### src/adcr_defines.vh
// Register map, field positions, reset values and timing counts of the converter control bank
// Contract
// - Bit 8 of interface control one enables de-emphasis when set; resets clear.
// - Bit 7 selects slave or master; master drives bit clock from 3-bit divider code.
// - Bit 6 inverts frame clock polarity for non-DSP formats.
// - In DSP format bit 6 picks mode A (second clock) or mode B (first).
// - Bit 5: slave picks sampling edge; master drives bit clock normal or inverted.
// - Bits 4:3 set word length 16, 20, 24 or 32; reset is 24.
// - Two-bit format field: right, left justified, I2S, DSP; reset is I2S.
// - Bits 7:6 route stereo, left to right, right to left, or average.
// - Zero-cross bit 4 makes volume changes wait for a zero crossing.
// - Bit 3 mutes right, bit 2 mutes left; both reset clear.
// - Bit 1 set ramps volume increases, clear steps them; resets clear.
// - Bit 0 set ramps volume decreases, clear steps them; resets set.
// - Volume write stores value; update bit 9 set applies both pending volumes together.
// - Volume code steps 0.25dB from -100dB; codes 1_11xx_xxxx clamp to +12dB.
// - Zero detect bit 0 selects count 1024 when clear, 2048 when set.
`ifndef ADCR_DEFINES_VH
`define ADCR_DEFINES_VH

// ----------------------------------------------------------------
// Register addresses
// ----------------------------------------------------------------
`define ADCR_ADDR_IF1        8'h03
`define ADCR_ADDR_IF2        8'h04
`define ADCR_ADDR_MUTE       8'h05
`define ADCR_ADDR_GAINL      8'h06
`define ADCR_ADDR_GAINR      8'h07
`define ADCR_ADDR_SILENCE    8'h08

// ----------------------------------------------------------------
// Reset values and writable masks
// ----------------------------------------------------------------
`define ADCR_RST_IF1         16'h0012
`define ADCR_RST_IF2         16'h0000
`define ADCR_RST_MUTE        16'h0001
`define ADCR_RST_GAIN        16'h0190
`define ADCR_RST_LEVEL       9'h190
`define ADCR_RST_SILENCE     16'h0000
`define ADCR_MASK_IF1        16'h01FB
`define ADCR_MASK_IF2        16'h00FF
`define ADCR_MASK_MUTE       16'h001F
`define ADCR_MASK_GAIN       16'h01FF
`define ADCR_MASK_SILENCE    16'h0001

// ----------------------------------------------------------------
// Field positions
// ----------------------------------------------------------------
`define ADCR_BIT_DEEMP       8
`define ADCR_BIT_MASTER      7
`define ADCR_BIT_LRPOL       6
`define ADCR_BIT_BCPOL       5
`define ADCR_WL_HI           4
`define ADCR_WL_LO           3
`define ADCR_FMT_HI          1
`define ADCR_FMT_LO          0
`define ADCR_MIX_HI          7
`define ADCR_MIX_LO          6
`define ADCR_DIV_HI          5
`define ADCR_DIV_LO          3
`define ADCR_SR_HI           2
`define ADCR_SR_LO           0
`define ADCR_BIT_ZC          4
`define ADCR_BIT_MUTER       3
`define ADCR_BIT_MUTEL       2
`define ADCR_BIT_RISE        1
`define ADCR_BIT_FALL        0
`define ADCR_BIT_APPLY       9
`define ADCR_BIT_ZDCNT       0

// ----------------------------------------------------------------
// Encodings and counts
// ----------------------------------------------------------------
`define ADCR_FMT_DSP         2'h3
`define ADCR_VOL_CLAMP       9'h1C0
`define ADCR_VOL_MAX         9'h1C0
`define ADCR_ZD_SHORT        12'h0400
`define ADCR_ZD_LONG         12'h0800
`define ADCR_DIV_MCLK4       3'h0
`define ADCR_DIV_MCLK8       3'h1
`define ADCR_DIV_32FS        3'h2
`define ADCR_DIV_64FS        3'h3
`define ADCR_DIV_128FS       3'h4

`endif

### src/adcr_control_bank.v
// Converter control register bank with derived configuration outputs
`include "adcr_defines.vh"
module adcr_control_bank (
   input  wire        clk,
   input  wire        sys_rst,
   input  wire        reg_wr,
   input  wire        reg_rd,
   input  wire [7:0]  reg_addr,
   input  wire [15:0] reg_wdata,
   input  wire        zero_cross_pin,
   input  wire        ramp_tick,
   output reg  [15:0] reg_rdata,
   output reg         reg_rvalid,
   output reg         deemphasis_enable,
   output reg         interface_master_select,
   output reg         frame_clock_invert,
   output reg         dsp_mode_b,
   output reg         sample_on_falling,
   output reg         bit_clock_drive_invert,
   output reg  [5:0]  sample_bits,
   output reg  [1:0]  serial_format_select,
   output reg  [1:0]  output_mix_select,
   output reg  [7:0]  bit_clock_ratio,
   output reg         bit_clock_from_mclk,
   output reg         bit_clock_reserved,
   output reg  [2:0]  master_clock_ratio,
   output reg         ratio_auto_detect,
   output reg  [10:0] mclk_per_frame,
   output reg         zero_cross_enable,
   output reg         right_channel_mute,
   output reg         left_channel_mute,
   output reg         volume_rise_ramp,
   output reg         volume_fall_ramp,
   output reg  [11:0] silence_count,
   output reg  [8:0]  left_volume_now,
   output reg  [8:0]  right_volume_now
);
   // ----------------------------------------------------------------
   // Register storage
   // ----------------------------------------------------------------
   reg  [15:0] if1;
   reg  [15:0] if2;
   reg  [15:0] mutev;
   reg  [15:0] gain_l;
   reg  [15:0] gain_r;
   reg  [15:0] silence;
   reg  [8:0]  target_l;
   reg  [8:0]  target_r;
   reg         zc_meta;
   reg         zc_sync;
   wire [17:0] levels;
   wire [17:0] targets;
   wire        apply_now;
   reg  [15:0] next_rdata;

   assign apply_now = reg_wr & reg_wdata[`ADCR_BIT_APPLY] &
                      (reg_addr == `ADCR_ADDR_GAINL || reg_addr == `ADCR_ADDR_GAINR);
   assign targets = {target_r, target_l};

   // ----------------------------------------------------------------
   // Register writes
   // ----------------------------------------------------------------
   always @(posedge clk) begin
      if (sys_rst) begin
         if1      <= `ADCR_RST_IF1;
         if2      <= `ADCR_RST_IF2;
         mutev    <= `ADCR_RST_MUTE;
         gain_l   <= `ADCR_RST_GAIN;
         gain_r   <= `ADCR_RST_GAIN;
         silence  <= `ADCR_RST_SILENCE;
         target_l <= `ADCR_RST_LEVEL;
         target_r <= `ADCR_RST_LEVEL;
      end else begin
         if (reg_wr) begin
            case (reg_addr)
               `ADCR_ADDR_IF1:     if1     <= reg_wdata & `ADCR_MASK_IF1;
               `ADCR_ADDR_IF2:     if2     <= reg_wdata & `ADCR_MASK_IF2;
               `ADCR_ADDR_MUTE:    mutev   <= reg_wdata & `ADCR_MASK_MUTE;
               `ADCR_ADDR_GAINL:   gain_l  <= reg_wdata & `ADCR_MASK_GAIN;
               `ADCR_ADDR_GAINR:   gain_r  <= reg_wdata & `ADCR_MASK_GAIN;
               `ADCR_ADDR_SILENCE: silence <= reg_wdata & `ADCR_MASK_SILENCE;
               default: ;
            endcase
         end
         // Pending pair applied together, including the value of this write
         if (apply_now) begin
            target_l <= (reg_addr == `ADCR_ADDR_GAINL) ? reg_wdata[8:0] : gain_l[8:0];
            target_r <= (reg_addr == `ADCR_ADDR_GAINR) ? reg_wdata[8:0] : gain_r[8:0];
         end
      end
   end

   // ----------------------------------------------------------------
   // Read port
   // ----------------------------------------------------------------
   always @* begin
      case (reg_addr)
         `ADCR_ADDR_IF1:     next_rdata = if1;
         `ADCR_ADDR_IF2:     next_rdata = if2;
         `ADCR_ADDR_MUTE:    next_rdata = mutev;
         `ADCR_ADDR_GAINL:   next_rdata = gain_l;
         `ADCR_ADDR_GAINR:   next_rdata = gain_r;
         `ADCR_ADDR_SILENCE: next_rdata = silence;
         default:            next_rdata = 16'h0000;
      endcase
   end

   always @(posedge clk) begin
      if (sys_rst) begin
         reg_rdata  <= 16'h0000;
         reg_rvalid <= 1'b0;
      end else begin
         reg_rvalid <= reg_rd;
         if (reg_rd)
            reg_rdata <= next_rdata;
      end
   end

   // ----------------------------------------------------------------
   // Zero crossing input synchroniser
   // ----------------------------------------------------------------
   always @(posedge clk) begin
      if (sys_rst) begin
         zc_meta <= 1'b0;
         zc_sync <= 1'b0;
      end else begin
         zc_meta <= zero_cross_pin;
         zc_sync <= zc_meta;
      end
   end

   // ----------------------------------------------------------------
   // Volume trackers
   // ----------------------------------------------------------------
   // Channel 0 is left, channel 1 is right
   genvar ch;
   generate
      for (ch = 0; ch < 2; ch = ch + 1) begin : g_chan
         adcr_volume_channel u_chan (
            .clk        (clk),
            .sys_rst    (sys_rst),
            .target     (targets[9*ch +: 9]),
            .rise_ramp  (mutev[`ADCR_BIT_RISE]),
            .fall_ramp  (mutev[`ADCR_BIT_FALL]),
            .zc_enable  (mutev[`ADCR_BIT_ZC]),
            .zero_cross (zc_sync),
            .ramp_tick  (ramp_tick),
            .level      (levels[9*ch +: 9])
         );
      end
   endgenerate

   // ----------------------------------------------------------------
   // Decoded configuration outputs
   // ----------------------------------------------------------------
   always @(posedge clk) begin
      if (sys_rst) begin
         deemphasis_enable       <= 1'b0;
         interface_master_select <= 1'b0;
         frame_clock_invert      <= 1'b0;
         dsp_mode_b              <= 1'b0;
         sample_on_falling       <= 1'b0;
         bit_clock_drive_invert  <= 1'b0;
         sample_bits             <= 6'h18;
         serial_format_select    <= 2'h2;
         output_mix_select       <= 2'h0;
         bit_clock_ratio         <= 8'h04;
         bit_clock_from_mclk     <= 1'b1;
         bit_clock_reserved      <= 1'b0;
         master_clock_ratio      <= 3'h0;
         ratio_auto_detect       <= 1'b1;
         mclk_per_frame          <= 11'h000;
         zero_cross_enable       <= 1'b0;
         right_channel_mute      <= 1'b0;
         left_channel_mute       <= 1'b0;
         volume_rise_ramp        <= 1'b0;
         volume_fall_ramp        <= 1'b1;
         silence_count           <= `ADCR_ZD_SHORT;
         left_volume_now         <= `ADCR_RST_LEVEL;
         right_volume_now        <= `ADCR_RST_LEVEL;
      end else begin
         deemphasis_enable       <= if1[`ADCR_BIT_DEEMP];
         interface_master_select <= if1[`ADCR_BIT_MASTER];
         serial_format_select    <= if1[`ADCR_FMT_HI:`ADCR_FMT_LO];
         if (if1[`ADCR_FMT_HI:`ADCR_FMT_LO] == `ADCR_FMT_DSP) begin
            frame_clock_invert <= 1'b0;
            dsp_mode_b         <= if1[`ADCR_BIT_LRPOL];
         end else begin
            frame_clock_invert <= if1[`ADCR_BIT_LRPOL];
            dsp_mode_b         <= 1'b0;
         end
         sample_on_falling      <= ~if1[`ADCR_BIT_MASTER] & if1[`ADCR_BIT_BCPOL];
         bit_clock_drive_invert <= if1[`ADCR_BIT_MASTER] & if1[`ADCR_BIT_BCPOL];
         case (if1[`ADCR_WL_HI:`ADCR_WL_LO])
            2'h0:    sample_bits <= 6'h10;
            2'h1:    sample_bits <= 6'h14;
            2'h2:    sample_bits <= 6'h18;
            default: sample_bits <= 6'h20;
         endcase
         output_mix_select <= if2[`ADCR_MIX_HI:`ADCR_MIX_LO];
         bit_clock_reserved <= 1'b0;
         case (if2[`ADCR_DIV_HI:`ADCR_DIV_LO])
            `ADCR_DIV_MCLK4: begin
               bit_clock_ratio     <= 8'h04;
               bit_clock_from_mclk <= 1'b1;
            end
            `ADCR_DIV_MCLK8: begin
               bit_clock_ratio     <= 8'h08;
               bit_clock_from_mclk <= 1'b1;
            end
            `ADCR_DIV_32FS: begin
               bit_clock_ratio     <= 8'h20;
               bit_clock_from_mclk <= 1'b0;
            end
            `ADCR_DIV_64FS: begin
               bit_clock_ratio     <= 8'h40;
               bit_clock_from_mclk <= 1'b0;
            end
            `ADCR_DIV_128FS: begin
               bit_clock_ratio     <= 8'h80;
               bit_clock_from_mclk <= 1'b0;
            end
            default: begin
               bit_clock_ratio     <= 8'h00;
               bit_clock_from_mclk <= 1'b0;
               bit_clock_reserved  <= 1'b1;
            end
         endcase
         master_clock_ratio <= if2[`ADCR_SR_HI:`ADCR_SR_LO];
         ratio_auto_detect  <= (if2[`ADCR_SR_HI:`ADCR_SR_LO] == 3'h0);
         case (if2[`ADCR_SR_HI:`ADCR_SR_LO])
            3'h1:    mclk_per_frame <= 11'h080;
            3'h2:    mclk_per_frame <= 11'h0C0;
            3'h3:    mclk_per_frame <= 11'h100;
            3'h4:    mclk_per_frame <= 11'h180;
            3'h5:    mclk_per_frame <= 11'h200;
            3'h6:    mclk_per_frame <= 11'h300;
            3'h7:    mclk_per_frame <= 11'h480;
            default: mclk_per_frame <= 11'h000;
         endcase
         zero_cross_enable  <= mutev[`ADCR_BIT_ZC];
         right_channel_mute <= mutev[`ADCR_BIT_MUTER];
         left_channel_mute  <= mutev[`ADCR_BIT_MUTEL];
         volume_rise_ramp   <= mutev[`ADCR_BIT_RISE];
         volume_fall_ramp   <= mutev[`ADCR_BIT_FALL];
         silence_count <= silence[`ADCR_BIT_ZDCNT] ? `ADCR_ZD_LONG : `ADCR_ZD_SHORT;
         left_volume_now  <= levels[8:0];
         right_volume_now <= levels[17:9];
      end
   end
endmodule

### src/adcr_volume_channel.v
// One channel's volume tracker: step or ramp toward the target, optionally at zero crossing
`include "adcr_defines.vh"
module adcr_volume_channel (
   input  wire       clk,
   input  wire       sys_rst,
   input  wire [8:0] target,
   input  wire       rise_ramp,
   input  wire       fall_ramp,
   input  wire       zc_enable,
   input  wire       zero_cross,
   input  wire       ramp_tick,
   output reg  [8:0] level
);
   wire [8:0] goal;
   wire       may_move;
   reg  [8:0] next_level;

   // Codes at and above the clamp all mean +12dB
   assign goal = (target >= `ADCR_VOL_CLAMP) ? `ADCR_VOL_MAX : target;
   assign may_move = ~zc_enable | zero_cross;

   always @* begin
      next_level = level;
      if (may_move) begin
         if (goal > level) begin
            if (rise_ramp) begin
               if (ramp_tick)
                  next_level = level + 9'h001;
            end else
               next_level = goal;
         end else if (goal < level) begin
            if (fall_ramp) begin
               if (ramp_tick)
                  next_level = level - 9'h001;
            end else
               next_level = goal;
         end
      end
   end

   always @(posedge clk) begin
      if (sys_rst)
         level <= `ADCR_RST_LEVEL;
      else
         level <= next_level;
   end
endmodule

### config.mk
export PLATFORM = sky130hd
export DESIGN_NAME = adcr_control_bank
export DESIGN_NICKNAME = d
export VERILOG_FILES = /design/src/adcr_control_bank.v /design/src/adcr_volume_channel.v
export VERILOG_INCLUDE_DIRS = /design/src /design/src/src
export SDC_FILE = /design/constraint.sdc
export NUM_CORES = 1
export LEC_CHECK = 0
export ABC_AREA = 0
export ABC_CLOCK_PERIOD_IN_PS = 2700
export BUFFER_PORTS_ARGS = -buffer_cell sky130_fd_sc_hd__buf_2
export CORE_MARGIN = 2
export CORE_UTILIZATION = 55
export CTS_CLUSTER_DIAMETER = 200
export DETAILED_ROUTE_END_ITERATION = 7
export PLACE_DENSITY = 0.83
export SLEW_MARGIN = 10
export SYNTH_ARGS = -nofsm -noshare
export SYNTH_HDL_FRONTEND = slang
export SYNTH_SLANG_ARGS = --single-unit
### constraint.sdc
create_clock -name clk -period 2.7 [get_ports clk]
set_input_delay 0 -clock clk [delete_from_list [all_inputs] [get_ports clk]]
set_output_delay 0 -clock clk [all_outputs]
set_load 0.01 [all_outputs]
## Word-level counts from Yosys, hierarchy flattened

Index checks and enable logic that the tools add are counted.

- Memories: 0
- RAM bits: 0
- Bits in read-only memories: 0
- Bits in registers: 171
- Bits in latches: 0
- Output and inout port bits: 93
- Input port bits: 30
- Logic and storage cells: 120

- Equality and inequality tests: 24
- Bitwise operators: 8
- Order comparisons: 6
- $add $sub $neg: 4
- Multiplexer cells: 23
- Multipliers: 0
- Shift operators: 0
- Divide/modulo/power cells: 0
- Reduce and logical (&&, ||, !) cells: 18

Operators by type and width:

| kind | count |
|---|---|
| 9-bit two-way mux | 16 |
| 11-bit one-hot mux with 7 select lines | 1 |
| 9-bit one-hot mux with 6 select lines | 1 |
| 8-bit one-hot mux with 5 select lines | 1 |
| 8-bit by 3-bit == test with 1-bit output, second input constant | 4 |
| 9-bit by 1-bit adder with 9-bit output, second input constant | 2 |
| 9-bit >= comparator, second input constant | 2 |
| 9-bit > comparator | 2 |
| 9-bit less-than comparator | 2 |
| 6-bit one-hot mux with 3 select lines | 1 |
| 9-bit by 1-bit subtractor with 9-bit output, second input constant | 2 |
| 3-bit == test, second input constant | 5 |
| 3-bit by 2-bit == test with 1-bit output, second input constant | 4 |
| 12-bit two-way mux | 1 |
| 2-bit AND reduction | 6 |
| 8-bit by 2-bit == test with 1-bit output, second input constant | 1 |
| 8-bit by 4-bit == test with 1-bit output, second input constant | 1 |
| 4-bit AND reduction | 2 |
| 3-bit by 1-bit == test with 1-bit output, second input constant | 2 |
| 3-bit zero test | 2 |
| 3-bit by 2-bit inequality test with 1-bit output, second input constant | 2 |
| 3-bit inequality test, second input constant | 2 |
| 2-bit OR reduction | 3 |
| 5-bit OR reduction | 1 |
| 9 further kinds | 17 |

## Depth between registers and ports, before layout

- Depth after elaboration: 5
- Gate-level depth with buffers: 11

## Hierarchy

From an unflattened synthesis, not the netlist that was laid out.

- Cells, all modules: 804
- Area, all modules: 7384.6 um2

By module, submodules not included:

| module | sequential area each (um2) | cells each | instances | area each (um2) |
|---|---|---|---|---|
| adcr_control_bank | 2502.4 | 460 | 1 | 4749.6 |
| adcr_volume_channel (g_chan[1].u_chan) | 180.2 | 172 | 1 | 1343.8 |
| adcr_volume_channel (g_chan[0].u_chan) | 180.2 | 172 | 1 | 1291.2 |

## Worst setup path after synthesis

Ideal clock, no wire load.

- Path type: reg2reg
- Start point: reg target_l[6]
- End point: reg g_chan[0].u_chan.level[0]
- Required time: 2630 ps
- Setup slack: 396 ps
- Arrival time: 2233 ps
- Setup time: 70 ps
- Stages on the path, launching flop included: 10
- Period minus slack after synthesis: 2304 ps
- Cells stage by stage: dfxtp_1 -> nand3_1 -> and2_1 -> ha_1 -> nand4_1 -> or3_1 -> o21ai_1 -> a2111oi_0 -> or3_1 -> a21oi_1

- Cells in the longest elaborated chain, start to end: 5
- Elaborated cells between the ends (all ways): 12

RTL lines:

| what | line | source |
|---|---|---|
| start: declaration | adcr_control_bank.v:47 | `reg [8:0] target_l;` |
| start signal: assignment | adcr_control_bank.v:71 | `` target_l <= `ADCR_RST_LEVEL; `` |
| start signal: assignment | adcr_control_bank.v:87 | `` target_l <= (reg_addr == `ADCR_ADDR_GAINL) ? reg_wdata[8:0] : gain_l[8:0]; `` |
| 9-bit >= comparator (no line) | -- |  |
| 9-bit two-way mux * | adcr_volume_channel.v:19 | `` assign goal = (target >= `ADCR_VOL_CLAMP) ? `ADCR_VOL_MAX : target; `` |
| 9-bit > comparator, or another cell as far along | adcr_volume_channel.v:25 | `if (goal > level) begin` |
| 3-bit inequality test (no line), or another cell as far along | -- |  |
| 4-bit AND reduction (no line) or 9-bit two-way mux (tied branches) | -- |  |
| end signal: assignment | adcr_volume_channel.v:43 | `` level <= `ADCR_RST_LEVEL; `` |
| end signal: assignment | adcr_volume_channel.v:45 | `level <= next_level;` |
| end: declaration | adcr_volume_channel.v:12 | `output reg [8:0] level` |

Every way passes the cells marked *; elsewhere a longest branch is shown, timed or not. The select of a mux whose other input is x is not followed.
A chain may end at the register's enable or synchronous reset.

## Worst setup path after layout

- Start point: reg target_l[7]
- End point: reg g_chan[0].u_chan.level[8]

Same word-level chain as after synthesis.

==> metrics.md <==
| Metric | Value |
|---|---|
| Busiest grt layer | `met2` |
| Adder-Cell Fraction of Synth Area | `3.95%` |
| Final net count | `991` |
| Combinational family with the most area after synthesis | `simple AND/OR/NAND/NOR gates` |
| DRT iter0 DRCs | `645` |
| Crit start category | `flip-flop` |
| IO Count | `123` |
| Starting density of the core | `55.8%` |
| # clock sinks | `143` |
| Worst min path class | `input pin to flip-flop` |
| M2 GR Usage | `42.1%` |
| Clock power share | `34.7%` |
| Max_cap viols | `0` |
| Fillcell total | `1028` |
| Peak supply drop | `0.000465 V` |
| Routed WL per cell | `15.9 um` |
| Seq/Total Area, Yosys | `41.1%` |
| Number of synthesized flops with an enable pin | `0` |
| Count of final setup violators | `0` |
| Worst hold start | `reg_addr[0]` |
| Reg-to-Reg Start | `target_l[7]$_SDFFE_PP1P_` |
| Ys flop type | `dfxtp_1` |
| Minimum clock period after layout | `2590 ps` |
| Vias in the first global route | `5807` |
| Final wirelength | `17.9 mm` |
| PwrDens | `861 nW/um2` |
| Clock Skews | `13.6 ps` |
| Reg-to-reg slack, setup | `110 ps` |
| CP Class | `flip-flop to flip-flop` |
| Comb pwr share | `32.1%` |
| Pleak | `3.53 nW` |
| Slew HR | `51.4%` |
| Worst-path clk slew | `70 ps` |
| Sequential power share | `33.1%` |
| Yosys cell types | `64` |
| Crit Path Max Fanout | `8` |
| CP required | `3010 ps` |
| Clk buf depth | `2` |
| Final Wtd Congestion | `0.903` |
| CP Data Arrival Time | `2890 ps` |
| Critical path endpoint category | `flip-flop` |
| Die width | `116 um` |
| Hold Path End | `if2[5]$_SDFFE_PP0P_` |
| Synthesized flop and latch total | `143` |
| Met3 global-route usage | `5.97%` |
| Total GRT Usage | `26.9%` |
| Initial antenna violation count | `0` |
| Synth Area in Simple Gates | `23.4%` |
| Max frequency | `0.386 GHz` |
| Die area | `13600 um2` |
| Drt first pass iters | `8` |
| Internal power | `4.75 mW` |
| Via total after detailed routing | `6424` |
| Outcome | `completed` |
| Asr flop ratio synth | `0%` |
| P_sw | `2.38 mW` |
| WHS | `100 ps` |
| Antenna cell count | `0` |
| Fraction of layout cells with a size suffix above 1 | `18.9%` |
| CTS Buf Count | `17` |
| P&R area growth vs syn | `18.9%` |
| RR Endpoint | `g_chan[0].u_chan.level[8]$_SDFFE_PP1P_` |
| Hold path cells | `4` |
| Max Slew Vio Count | `0` |
| Placed insts | `1076` |
| Synth Area in Compound Gates | `17.3%` |
| Met1 usage | `35.6%` |
| Final worst-path cycle share | `95.8%` |
| Yosys warns | `0` |
| Worst-margin pin slew | `729 ps` |
| CTS tree | `done` |
| DRT antenna net count | `0` |
| Std-Cell Rows | `41` |
| Multiplexer area fraction after synthesis | `2.79%` |
| Switching Fraction | `33.3%` |
| Final Hold Vio Count | `0` |
| Via density | `5.72` |
| Cells after synthesis | `847` |
| Reg2Reg Depth | `10` |
| Htree depth | `4` |
| Mean post-synth cell area | `8.22 um2` |
| Gr ovfl total | `0` |
| Mapped Area | `6960 um2` |
| Largest net degree at the start of global routing | `60` |
| First-pass GRT wire length | `28.7 mm` |
| CORE AREA | `12500 um2` |
| # port buffers | `88` |
| XOR/XNOR share of the synthesized area | `3.52%` |
| Post-detail-place hpwl | `11.9 mm` |
| Final std cells w/o fill | `1124` |
| Clock Latency Late Sink | `430 ps` |
| Die height | `116 um` |
| RSZ-0062 raised after global routing | `yes` |
| Root buf cell | `clkbuf_16` |
| DRC | `0` |
## power groups by stage
stage	registers [mW]	clock network (mW)	logic [mW]
finish	2.36	2.48	2.29
detailed placement	2.40	0	2.05
CTS	2.36	2.49	2.09
floorplan	2.41	0	1.54
global route	2.38	2.59	2.53
global placement	2.40	0	2.02
## synth_stat cells, types with 3 or more instances
library cell	count	area share [%]
buf_4	30	3.2
nand2_1	107	5.8
a21o_1	7	0.75
a2bb2oi_1	5	0.63
o211ai_1	3	0.32
o21a_1	7	0.75
and2_1	11	0.99
clkinv_1	3	0.16
a31oi_1	5	0.45
and3_1	3	0.27
ha_1	22	4.0
dfxtp_1	143	41
clkbuf_1	38	2.0
or3_1	8	0.72
o221ai_1	4	0.50
inv_1	26	1.4
o21ai_0	5	0.36
nand4_1	9	0.81
a221oi_1	11	1.4
a21oi_1	84	6.0
buf_2	9	0.65
nand3_1	54	3.9
a22oi_1	3	0.32
a2111oi_0	4	0.50
mux2i_1	16	2.3
buf_1	4	0.22
nor3_1	12	0.86
xnor2_1	27	3.4
o21ai_1	8	0.58
nor2_1	100	5.4
nor2_2	3	0.27
o311ai_1	6	0.75
a211oi_1	5	0.54
nor2b_1	17	1.5
a222oi_1	8	1.2
## metal layers
layer	wire [um]	up-vias
met5	0	-
met4	491	0
met3	1240	40
met2	8470	278
met1	7650	3024
li1	-	3082
## flip-flops by register name (all words and copies together), names as in the netlist, 3 cells and up
name	cells
mclk_per_frame	5
g_chan.u_chan.level	18
left_volume_now	9
target_l	9
if1	8
right_volume_now	9
gain_r	9
reg_rdata	9
target_r	9
gain_l	9
master_clock_ratio	3
bit_clock_ratio	5
mutev	5
if2	8
sample_bits	4
## placed cells by master, fill, tap and decap left out, types with 7 or more instances in the layout
cell	Yosys	final
nor3_1	12	12
a222oi_1	8	8
a21oi_1	84	84
a221oi_1	11	11
conb_1	1	28
a21o_1	7	7
dfxtp_1	143	143
ha_1	22	22
buf_2	9	88
dlygate4sd3_1	0	11
xnor2_1	27	27
nor2_1	100	100
inv_1	26	26
and2_1	11	11
clkbuf_16	0	17
nand4_1	9	9
mux2i_1	16	16
nor2b_1	17	17
nand3_1	54	53
buf_4	30	29
nand2_1	107	107
## critical path: stages (launching register included)
cell	delay, ps
dfxtp_1	330
nand3_1	160
and2_1	240
ha_1	300
nand4_1	170
nor3_1	350
nor3_1	100
buf_4	180
nor2_4	250
a211oi_2	50
o32a_1	350
## layout make-up
cell class / instances / area [um2] / area share [%]
Tap cell: 172 / 215 / 2.60
Inverter: 29 / 109 / 1.32
Multi-Input combinational cell: 620 / 3690 / 44.6
Sequential cell: 143 / 2860 / 34.6
Clock buffer: 20 / 457 / 5.52
Timing Repair Buffer: 128 / 768 / 9.28
Clock inverter: 12 / 171 / 2.07
## kinds of logic after synthesis
family,count (synthesis)
mux,18
buf+inv,111
compound gates,182
simple gates,342
xor+xnor,28
flops,143
fa+ha+maj,22
other cells,1
## through the flow
stage	setup WS [ps]	instance area, um2	utilization [%]	setup TNS [ps]	total power [mW]
detailed placement	18.7	7460	59.8	0	4.45
finish	112	8280	66.4	0	7.12
CTS	69.2	8200	65.8	0	6.93
global route	-82.7	8280	66.4	-336	7.49
floorplan	396	7060	-	0	3.95
global placement	157	7460	59.8	0	4.42
## what timing repair did
item	4_1_cts	5_1_grt
hold endpoints to repair	44	0
buffers inserted	0	5
resized for setup	1	9
pin swaps	0	2
hold buffers	11	0
endpoints found under the setup margin	2	13
## how the worst max path moves through the flow
stage | start | endpoint | slack (ps)
6_report | target_l[7]$_SDFFE_PP1P_ | g_chan[0].u_chan.level[8]$_SDFFE_PP1P_ | 110
5_1_grt | target_l[7]$_SDFFE_PP1P_ | g_chan[0].u_chan.level[8]$_SDFFE_PP1P_ | -80
4_1_cts | target_l[6]$_SDFFE_PP0P_ | g_chan[0].u_chan.level[8]$_SDFFE_PP1P_ | 70
3_5_place_dp | target_l[6]$_SDFFE_PP0P_ | g_chan[0].u_chan.level[2]$_SDFFE_PP0P_ | 20
3_3_place_gp | target_l[6]$_SDFFE_PP0P_ | g_chan[0].u_chan.level[8]$_SDFFE_PP1P_ | 160
2_1_floorplan | target_l[6]$_SDFFE_PP0P_ | g_chan[0].u_chan.level[0]$_SDFFE_PP0P_ | 400
Note: power is estimated with default switching activity, not from simulation.
